`src/rtl/omv_pkg.sv`:
```
// Constants for the output mux and volume control block.
// Assumes a 100 MHz system clock and an Avalon-MM register slave.
package omv_pkg;
  // Register indices; byte address is four times the index
  localparam logic [7:0] IDX_HP_LEFT_VOL = 8'h39;
  localparam logic [7:0] IDX_HP_RIGHT_VOL = 8'h3A;
  localparam logic [7:0] IDX_LINE_LEFT_VOL = 8'h3B;
  localparam logic [7:0] IDX_LINE_RIGHT_VOL = 8'h3C;
  localparam logic [7:0] IDX_OUTPUT_SOURCE_SEL = 8'h3D;
  localparam logic [7:0] IDX_TIMEOUT_CTRL = 8'h40;
  localparam logic [7:0] IDX_ACTIVE_GAIN = 8'h41;
  localparam logic [7:0] IDX_PENDING_STATUS = 8'h42;

  localparam int ADDR_W = 10;
  localparam int DATA_W = 32;
  localparam int BE_W = 4;
  localparam int GAIN_W = 6;
  localparam int NUM_CH = 4;

  // Channel numbering: headphone pair, then line pair
  localparam int CH_HP_LEFT = 0;
  localparam int CH_HP_RIGHT = 1;
  localparam int CH_LINE_LEFT = 2;
  localparam int CH_LINE_RIGHT = 3;

  // Volume register fields
  localparam int MUTE_BIT = 8;
  localparam int COMMIT_BIT = 7;
  localparam int ZC_BIT = 6;
  localparam int GAIN_LSB = 0;

  // Source select fields
  localparam int HP_LEFT_SEL_BIT = 3;
  localparam int HP_RIGHT_SEL_BIT = 2;
  localparam int LINE_LEFT_SEL_BIT = 1;
  localparam int LINE_RIGHT_SEL_BIT = 0;
  localparam logic SEL_DAC = 1'b0;

  // Timeout control field
  localparam int TIMEOUT_EN_BIT = 0;

  // Reset values
  localparam logic [5:0] HP_GAIN_RST = 6'h2D;
  localparam logic [5:0] LINE_GAIN_RST = 6'h39;

  // Zero-cross timeout
  localparam int CLK_MHZ = 100;
  localparam int TIMEOUT_US = 10000;
  localparam int TIMEOUT_CYCLES = TIMEOUT_US * CLK_MHZ;
  localparam int TIMEOUT_CNT_W = 32;

  typedef enum logic [1:0] {
    CH_IDLE = 2'b01,
    CH_WAIT = 2'b10
  } omv_chan_state_t;
endpackage

```
`src/rtl/omv_top.sv`:
```
// Output mux and volume control register bank with four gain channels.
// Assumes an Avalon-MM master on the same clock; polarity inputs are async.
`timescale 1ns/1ps
`default_nettype none
//
// Contract
// - Outputs default to DAC, bypass selectable
// - Bits 3/2 select headphone left/right source
// - Bits 1/0 select line left/right source
// - Each output has own volume and mute
// - Zero-cross enable delays change until crossing
// - Timeout forces change while timeout clock enabled
// - Writes without update bit change no gain, except clearing bit 6 while waiting applies the held gain
// - Headphone update bit commits both channels together
// - Bit 8 mutes channel, resets to zero
// - Bit 6 enables zero-cross, resets to zero
// - Six-bit gain, code 57 is 0dB
// - Headphone gains reset to 10_1101
// - Line update bit commits both line channels
module omv_top #(
  parameter int TIMEOUT_CYCLES = omv_pkg::TIMEOUT_CYCLES
) (
  input wire logic ref_clk_i,
  input wire logic rst_i,
  input wire logic [omv_pkg::ADDR_W-1:0] avs_address_i,
  input wire logic avs_read_i,
  input wire logic avs_write_i,
  input wire logic [omv_pkg::DATA_W-1:0] avs_writedata_i,
  input wire logic [omv_pkg::BE_W-1:0] avs_byteenable_i,
  output logic [omv_pkg::DATA_W-1:0] avs_readdata_o,
  output logic avs_waitrequest_o,
  input wire logic [omv_pkg::NUM_CH-1:0] out_sign_i,
  output logic hp_left_bypass_sel_o,
  output logic hp_right_bypass_sel_o,
  output logic line_left_bypass_sel_o,
  output logic line_right_bypass_sel_o,
  output logic hp_left_mute_o,
  output logic hp_right_mute_o,
  output logic line_left_mute_o,
  output logic line_right_mute_o,
  output logic [omv_pkg::GAIN_W-1:0] hp_left_gain_o,
  output logic [omv_pkg::GAIN_W-1:0] hp_right_gain_o,
  output logic [omv_pkg::GAIN_W-1:0] line_left_gain_o,
  output logic [omv_pkg::GAIN_W-1:0] line_right_gain_o
);
  localparam int N = omv_pkg::NUM_CH;
  localparam int GW = omv_pkg::GAIN_W;

  // Bus handshake
  logic wait_reg;
  logic [omv_pkg::DATA_W-1:0] rdata_reg;
  logic [omv_pkg::DATA_W-1:0] rdata_next;
  logic [7:0] idx;
  logic aligned;
  logic wr_fire;

  // Stored register contents
  logic [GW-1:0] pend_gain_reg [N];
  logic [N-1:0] zc_en_reg;
  logic [N-1:0] mute_reg;
  logic [3:0] src_sel_reg;
  logic timeout_clock_en_reg;

  // Commit strobes
  logic hp_volume_commit_reg;
  logic line_volume_commit_reg;
  logic hp_commit_next;
  logic line_commit_next;
  logic [N-1:0] commit;

  // Channel state
  logic [N-1:0] sign_meta_reg;
  logic [N-1:0] sign_sync_reg;
  logic [GW-1:0] active_gain [N];
  logic [N-1:0] waiting;

  assign idx = avs_address_i[omv_pkg::ADDR_W-1:2];
  assign aligned = (avs_address_i[1:0] == 2'b00);
  assign wr_fire = avs_write_i && !wait_reg;

  // One wait cycle, then the answer for one cycle
  always_ff @(posedge ref_clk_i) begin
    if (rst_i) begin
      wait_reg <= 1'b1;
    end else if ((avs_read_i || avs_write_i) && wait_reg) begin
      wait_reg <= 1'b0;
    end else begin
      wait_reg <= 1'b1;
    end
  end

  assign avs_waitrequest_o = wait_reg;

  // Read decode
  always_comb begin
    rdata_next = '0;
    if (!aligned) begin
      rdata_next = '0;
    end else if (idx >= omv_pkg::IDX_HP_LEFT_VOL && idx <= omv_pkg::IDX_LINE_RIGHT_VOL) begin
      for (int c = 0; c < N; c++) begin
        if (idx == omv_pkg::IDX_HP_LEFT_VOL + 8'(c)) begin
          rdata_next[omv_pkg::MUTE_BIT] = mute_reg[c];
          rdata_next[omv_pkg::COMMIT_BIT] = 1'b0;
          rdata_next[omv_pkg::ZC_BIT] = zc_en_reg[c];
          rdata_next[omv_pkg::GAIN_LSB +: GW] = pend_gain_reg[c];
        end
      end
    end else if (idx == omv_pkg::IDX_OUTPUT_SOURCE_SEL) begin
      rdata_next[3:0] = src_sel_reg;
    end else if (idx == omv_pkg::IDX_TIMEOUT_CTRL) begin
      rdata_next[omv_pkg::TIMEOUT_EN_BIT] = timeout_clock_en_reg;
    end else if (idx == omv_pkg::IDX_ACTIVE_GAIN) begin
      for (int c = 0; c < N; c++) begin
        rdata_next[8*c +: GW] = active_gain[c];
      end
    end else if (idx == omv_pkg::IDX_PENDING_STATUS) begin
      rdata_next[N-1:0] = waiting;
    end else begin
      rdata_next = '0;
    end
  end

  always_ff @(posedge ref_clk_i) begin
    if (rst_i) begin
      rdata_reg <= '0;
    end else if (avs_read_i && wait_reg) begin
      rdata_reg <= rdata_next;
    end else if (!wait_reg) begin
      rdata_reg <= '0;
    end
  end

  assign avs_readdata_o = rdata_reg;

  // Per-channel volume registers
  generate
    for (genvar c = 0; c < N; c++) begin : g_vol
      logic hit;
      assign hit = wr_fire && aligned && (idx == omv_pkg::IDX_HP_LEFT_VOL + 8'(c));

      always_ff @(posedge ref_clk_i) begin
        if (rst_i) begin
          mute_reg[c] <= 1'b0;
          zc_en_reg[c] <= 1'b0;
          pend_gain_reg[c] <= (c < omv_pkg::CH_LINE_LEFT) ? omv_pkg::HP_GAIN_RST
                                                         : omv_pkg::LINE_GAIN_RST;
        end else if (hit) begin
          if (avs_byteenable_i[1]) begin
            mute_reg[c] <= avs_writedata_i[omv_pkg::MUTE_BIT];
          end
          if (avs_byteenable_i[0]) begin
            zc_en_reg[c] <= avs_writedata_i[omv_pkg::ZC_BIT];
            pend_gain_reg[c] <= avs_writedata_i[omv_pkg::GAIN_LSB +: GW];
          end
        end
      end
    end
  endgenerate

  // Update strobes, fired the cycle after the write lands
  always_comb begin
    hp_commit_next = 1'b0;
    line_commit_next = 1'b0;
    if (wr_fire && aligned && avs_byteenable_i[0] && avs_writedata_i[omv_pkg::COMMIT_BIT]) begin
      if (idx == omv_pkg::IDX_HP_LEFT_VOL || idx == omv_pkg::IDX_HP_RIGHT_VOL) begin
        hp_commit_next = 1'b1;
      end else if (idx == omv_pkg::IDX_LINE_LEFT_VOL || idx == omv_pkg::IDX_LINE_RIGHT_VOL) begin
        line_commit_next = 1'b1;
      end
    end
  end

  always_ff @(posedge ref_clk_i) begin
    if (rst_i) begin
      hp_volume_commit_reg <= 1'b0;
      line_volume_commit_reg <= 1'b0;
    end else begin
      hp_volume_commit_reg <= hp_commit_next;
      line_volume_commit_reg <= line_commit_next;
    end
  end

  assign commit[omv_pkg::CH_HP_LEFT] = hp_volume_commit_reg;
  assign commit[omv_pkg::CH_HP_RIGHT] = hp_volume_commit_reg;
  assign commit[omv_pkg::CH_LINE_LEFT] = line_volume_commit_reg;
  assign commit[omv_pkg::CH_LINE_RIGHT] = line_volume_commit_reg;

  // Source select register
  always_ff @(posedge ref_clk_i) begin
    if (rst_i) begin
      src_sel_reg <= {4{omv_pkg::SEL_DAC}};
    end else if (wr_fire && aligned && avs_byteenable_i[0] && idx == omv_pkg::IDX_OUTPUT_SOURCE_SEL) begin
      src_sel_reg <= avs_writedata_i[3:0];
    end
  end

  // Timeout clock enable
  always_ff @(posedge ref_clk_i) begin
    if (rst_i) begin
      timeout_clock_en_reg <= 1'b0;
    end else if (wr_fire && aligned && avs_byteenable_i[0] && idx == omv_pkg::IDX_TIMEOUT_CTRL) begin
      timeout_clock_en_reg <= avs_writedata_i[omv_pkg::TIMEOUT_EN_BIT];
    end
  end

  // Polarity synchronisers
  always_ff @(posedge ref_clk_i) begin
    if (rst_i) begin
      sign_meta_reg <= '0;
      sign_sync_reg <= '0;
    end else begin
      sign_meta_reg <= out_sign_i;
      sign_sync_reg <= sign_meta_reg;
    end
  end

  // Gain channels
  generate
    for (genvar c = 0; c < N; c++) begin : g_chan
      omv_vol_chan #(
        .RESET_GAIN((c < omv_pkg::CH_LINE_LEFT) ? omv_pkg::HP_GAIN_RST : omv_pkg::LINE_GAIN_RST),
        .TIMEOUT_CYCLES(TIMEOUT_CYCLES)
      ) u_chan (
        .ref_clk_i(ref_clk_i),
        .rst_i(rst_i),
        .commit_i(commit[c]),
        .pending_gain_i(pend_gain_reg[c]),
        .zero_cross_en_i(zc_en_reg[c]),
        .timeout_clock_en_i(timeout_clock_en_reg),
        .sign_i(sign_sync_reg[c]),
        .active_gain_o(active_gain[c]),
        .waiting_o(waiting[c])
      );
    end
  endgenerate

  // Analogue controls
  assign hp_left_gain_o = active_gain[omv_pkg::CH_HP_LEFT];
  assign hp_right_gain_o = active_gain[omv_pkg::CH_HP_RIGHT];
  assign line_left_gain_o = active_gain[omv_pkg::CH_LINE_LEFT];
  assign line_right_gain_o = active_gain[omv_pkg::CH_LINE_RIGHT];

  assign hp_left_mute_o = mute_reg[omv_pkg::CH_HP_LEFT];
  assign hp_right_mute_o = mute_reg[omv_pkg::CH_HP_RIGHT];
  assign line_left_mute_o = mute_reg[omv_pkg::CH_LINE_LEFT];
  assign line_right_mute_o = mute_reg[omv_pkg::CH_LINE_RIGHT];

  assign hp_left_bypass_sel_o = src_sel_reg[omv_pkg::HP_LEFT_SEL_BIT];
  assign hp_right_bypass_sel_o = src_sel_reg[omv_pkg::HP_RIGHT_SEL_BIT];
  assign line_left_bypass_sel_o = src_sel_reg[omv_pkg::LINE_LEFT_SEL_BIT];
  assign line_right_bypass_sel_o = src_sel_reg[omv_pkg::LINE_RIGHT_SEL_BIT];
endmodule
`default_nettype wire

```
`src/rtl/omv_vol_chan.sv`:
```
// One output channel: holds the active gain and applies committed values.
// Assumes the polarity input is already synchronised to the clock.
`timescale 1ns/1ps
`default_nettype none
module omv_vol_chan #(
  parameter logic [5:0] RESET_GAIN = 6'h00,
  parameter int TIMEOUT_CYCLES = omv_pkg::TIMEOUT_CYCLES
) (
  input wire logic ref_clk_i,
  input wire logic rst_i,
  input wire logic commit_i,
  input wire logic [omv_pkg::GAIN_W-1:0] pending_gain_i,
  input wire logic zero_cross_en_i,
  input wire logic timeout_clock_en_i,
  input wire logic sign_i,
  output logic [omv_pkg::GAIN_W-1:0] active_gain_o,
  output logic waiting_o
);
  omv_pkg::omv_chan_state_t state_reg;
  logic [omv_pkg::GAIN_W-1:0] held_reg;
  logic sign_prev_reg;
  logic [omv_pkg::TIMEOUT_CNT_W-1:0] tmo_cnt_reg;
  logic crossed;
  logic timed_out;

  assign crossed = sign_i ^ sign_prev_reg;
  assign timed_out = timeout_clock_en_i && (tmo_cnt_reg >= TIMEOUT_CYCLES[omv_pkg::TIMEOUT_CNT_W-1:0] - 1'b1);

  // Sign history for crossing detection
  always_ff @(posedge ref_clk_i) begin
    if (rst_i) begin
      sign_prev_reg <= 1'b0;
    end else begin
      sign_prev_reg <= sign_i;
    end
  end

  // Pending change state
  always_ff @(posedge ref_clk_i) begin
    if (rst_i) begin
      state_reg <= omv_pkg::CH_IDLE;
      held_reg <= RESET_GAIN;
      active_gain_o <= RESET_GAIN;
    end else begin
      case (state_reg)
        omv_pkg::CH_IDLE: begin
          if (commit_i) begin
            held_reg <= pending_gain_i;
            if (zero_cross_en_i) begin
              state_reg <= omv_pkg::CH_WAIT;
            end else begin
              active_gain_o <= pending_gain_i;
            end
          end
        end
        omv_pkg::CH_WAIT: begin
          if (commit_i) begin
            held_reg <= pending_gain_i;
            if (!zero_cross_en_i) begin
              active_gain_o <= pending_gain_i;
              state_reg <= omv_pkg::CH_IDLE;
            end
          end else if (!zero_cross_en_i || crossed || timed_out) begin
            active_gain_o <= held_reg;
            state_reg <= omv_pkg::CH_IDLE;
          end
        end
        default: begin
          state_reg <= omv_pkg::CH_IDLE;
        end
      endcase
    end
  end

  // Timeout counter, runs only while waiting and enabled
  always_ff @(posedge ref_clk_i) begin
    if (rst_i) begin
      tmo_cnt_reg <= '0;
    end else if (state_reg != omv_pkg::CH_WAIT || commit_i || !timeout_clock_en_i) begin
      tmo_cnt_reg <= '0;
    end else begin
      tmo_cnt_reg <= tmo_cnt_reg + 1'b1;
    end
  end

  always_ff @(posedge ref_clk_i) begin
    if (rst_i) begin
      waiting_o <= 1'b0;
    end else begin
      waiting_o <= (state_reg == omv_pkg::CH_WAIT) || (commit_i && zero_cross_en_i);
    end
  end
endmodule
`default_nettype wire
```
`config.mk`:
```
export PLATFORM = sky130hd
export DESIGN_NAME = omv_top
export DESIGN_NICKNAME = d
export VERILOG_FILES = /design/src/rtl/omv_pkg.sv /design/src/rtl/omv_top.sv /design/src/rtl/omv_vol_chan.sv
export SDC_FILE = /design/constraint.sdc
export NUM_CORES = 1
export LEC_CHECK = 0
export BUFFER_PORTS_ARGS = -buffer_cell sky130_fd_sc_hd__buf_2
export CAP_MARGIN = 10
export CELL_PAD_IN_SITES_DETAIL_PLACEMENT = 1
export CELL_PAD_IN_SITES_GLOBAL_PLACEMENT = 2
export CORE_UTILIZATION = 37
export DETAILED_ROUTE_END_ITERATION = 7
export PLACE_DENSITY = 0.83
export REMOVE_ABC_BUFFERS = 1
export SYNTH_ARGS = -nofsm -noshare
export SYNTH_HDL_FRONTEND = slang
export SYNTH_SLANG_ARGS = --single-unit
```
`constraint.sdc`:
```
create_clock -name ref_clk_i -period 2.85 [get_ports ref_clk_i]
set_input_delay 0.1425 -clock ref_clk_i [delete_from_list [all_inputs] [get_ports ref_clk_i]]
set_output_delay 0.1425 -clock ref_clk_i [all_outputs]
set_load 0.05 [all_outputs]
```
==> out/summary.txt <==
clock latency at the later pin of the worst-skew pair -> 0.56 ns
leakage power summed over all cells -> 0.00522 µW
WP data arrival -> 2.92 ns
area growth from synthesis to layout -> 18.0%
fraction of layout cells with a size suffix above 1 -> 14.0%
total negative slack -> 0 ns
post-layout min period -> 2.47 ns
final layout net count -> 1525
Yosys top cell by area -> sky130_fd_sc_hd__dfxtp_1
initial detailed-routing violation count -> 434
setup repair after global routing missed its margin -> no
horizontal die dimension -> 184 µm
clk root buf -> sky130_fd_sc_hd__clkbuf_16
CTS sink count -> 265
wire length per cell -> 16.7 µm
CTS tree -> done
part of the power in registers -> 46.3%
Yosys warning count -> 0
Worst-path clk slew -> 0.06 ns
achievable frequency -> 0.405 GHz
biggest area contributors in the synthesized netlist -> sky130_fd_sc_hd__dfxtp_1, sky130_fd_sc_hd__nor2_1, sky130_fd_sc_hd__mux2i_1
placed wire-length estimate after detailed placement -> 22.8 mm
total detailed-routing wirelength -> 32.2 mm
register area share after synthesis -> 45.2%
boundary pin count -> 119
gpl congestion -> 0.788
gr usage total -> 19.2%
total die area -> 33900 µm²
VDD IR max -> 474 µV
number of hold violations in the final report -> 0
level count of the clock H-tree -> 1
Gate Count Post-Synth -> 1357
Max FO, Critical Path -> 6
status -> finished, final reports clean
antenna violations before repair -> 0
Finished Layout Cells -> 1926
Placed Cells -> 1849
switching share of power -> 22.0%
Worst Max-Slew Pin Slew -> 0.960 ns
pin count of the biggest net entering global routing -> 47
Core Util, Final -> 44.4%
first-pass GRT wire length -> 53.5 mm
Final setup violation count -> 0
type of element launching the critical path -> flop
Gate power share -> 3.6%
GRT overflow -> 0
reg2reg setup slack -> 0.38 ns
total DRC errors in the routed layout -> 0
post-route ant nets -> 0
Period Utilization, post-route -> 86.6%
Initial Utilization -> 37.6%
number of global-route vias before repair -> 10300
port bufs -> 86
total via count in the routed design -> 10200
Post-Route Skew -> 0.0112 ns
library cells used by synthesis -> 73
max incr delay on CP -> 0.56 ns
number of synthesized register bits -> 265
placed standard-cell area -> 13200 µm²
ordered cell list for the critical path -> or4_1 -> o221a_1 -> a311oi_2 -> o41a_1 -> mux2_1
portion of synthesized cell area occupied by the leading cell type -> 39.3%
Max-cap violations -> 0
buffers from clock root to sink, at most -> 3
WS Path Type -> flop to flop
floorplan core area -> 32600 µm²
Vert. Die Dim -> 184 µm
max reg flops -> 128
cell-internal power -> 6390 µW
minimum setup slack after placement -> 0.278 ns
total power density per cell area -> 565 nW/µm²
power share of the clock group -> 50.1%
dominant register cell in the synthesized netlist -> sky130_fd_sc_hd__dfxtp_1
number of flops mapped to enable cells by yosys -> 24
critical path required time -> 3.30 ns
switching power total -> 1800 µW
Post-CTS Resized -> 0
min-delay worst type -> input port to flop
Std-Cell Rows -> 66
Worst setup EP type -> flop
vias per std cell -> 5.28
final worst-path setup slack -> 0.381 ns
number of diodes added for antenna fixing -> 0
Slew headroom -> 35.6%
Avg Synthesized Cell Area -> 9.05 µm²
summed instance area of the synthesized netlist -> 12300 µm²
fraction of registers with async set or reset after synthesis -> 0%
Final Slew Violations -> 0
Slowest cell on crit path -> sky130_fd_sc_hd__or4_1
Pre-antenna DRT Iters -> 6
post-route cell area -> 14500 µm²
number of buffers created by CTS -> 31
[layer usage]
layer	GRT usage (%)	routed length (µm)
met1	25.1	15200
met2	33.4	15300
met3	2.49	1100
met4	4.97	703
met5	0	0
[through the flow]
stage	hold slack [ns]	total power, µW
4_1_cts	0.0207	8300
3_5_place_dp	0.363	4150
5_1_grt	0.0623	8470
6_report	0.0517	8190
2_1_floorplan	0.212	4010
3_3_place_gp	0.356	4140
[kinds of logic (layout without fill, tap and decap cells)]
logic type,Yosys count,in the layout,share of synthesized area (%)
DFF,265,265,45.2
AOI/OAI and AO/OA,171,171,9.85
other,1,7,0.0305
and+or+nand+nor,602,602,24.9
adders and majority gates,12,12,1.22
buffers and inverters,111,232,3.79
xor gates and xnor gates,102,102,7.27
muxes,93,93,7.74
[cells in the mapped netlist, types with 21 or more instances]
cell                       number
sky130_fd_sc_hd__a21oi_1       32
sky130_fd_sc_hd__nor2_1       223
sky130_fd_sc_hd__nand2_1       89
sky130_fd_sc_hd__inv_1         30
sky130_fd_sc_hd__mux2i_1       77
sky130_fd_sc_hd__nor4_1        21
sky130_fd_sc_hd__and3_1        31
sky130_fd_sc_hd__dfxtp_1      241
sky130_fd_sc_hd__a22oi_1       28
sky130_fd_sc_hd__nand4_1       43
sky130_fd_sc_hd__nand3_1       52
sky130_fd_sc_hd__edfxtp_1      24
sky130_fd_sc_hd__a211oi_1      21
sky130_fd_sc_hd__xnor2_1       32
sky130_fd_sc_hd__clkbuf_1      51
sky130_fd_sc_hd__nand2b_1      21
sky130_fd_sc_hd__nor2b_1       27
sky130_fd_sc_hd__xor2_1        70
[worst paths after layout]
path,cells after the start,from,to
max,5,g_chan[1].u_chan.tmo_cnt_reg[13],g_chan[1].u_chan.active_gain_o[1]
min,3,rst_i,pend_gain_reg[1][5]
max reg2reg,5,g_chan[1].u_chan.tmo_cnt_reg[13],g_chan[1].u_chan.active_gain_o[1]
min reg2reg,1,sign_meta_reg[3],sign_sync_reg[3]
[critical path: cells and delay by family (launching register included)]
family           cells  cell delay, ns
flip-flops           1            0.34
multiplexers         1            0.36
AND/OR/NAND/NOR      1            0.56
AO/OA/AOI/OAI        3            1.10
[area by class of cell]
type | count | area (µm²)
fillers | 3766 | 18100
multi-input cells | 987 | 6300
flip-flops and latches | 265 | 5550
repair buffers | 144 | 916
clock buffers | 42 | 878
well taps | 442 | 553
clock inverters | 16 | 189
inverters | 30 | 113
[power by group through the flow]
stage | registers [µW] | logic [µW] | clock network, µW
detailed placement | 3880 | 271 | 0
CTS | 3790 | 292 | 4210
finish | 3790 | 291 | 4110
floorplan | 3880 | 131 | 0
global placement | 3870 | 268 | 0
global route | 3790 | 314 | 4370
[layout by cell type, fill, tap and decap left out, types with 40 or more instances in the layout]
cell,count
sky130_fd_sc_hd__dfxtp_1,241
sky130_fd_sc_hd__nand4_1,43
sky130_fd_sc_hd__buf_2,85
sky130_fd_sc_hd__buf_4,40
sky130_fd_sc_hd__nor2_1,223
sky130_fd_sc_hd__nand2_1,89
sky130_fd_sc_hd__xor2_1,70
sky130_fd_sc_hd__mux2i_1,77
sky130_fd_sc_hd__nand3_1,52
[repair_timing]
action / CTS / global route
endpoints found under the hold margin: 42 / 0
setup buffers: 0 / 0
hold buffers: 19 / 0
endpoints found under the setup margin: 0 / 0
Note: power is estimated with default switching activity, not from simulation.
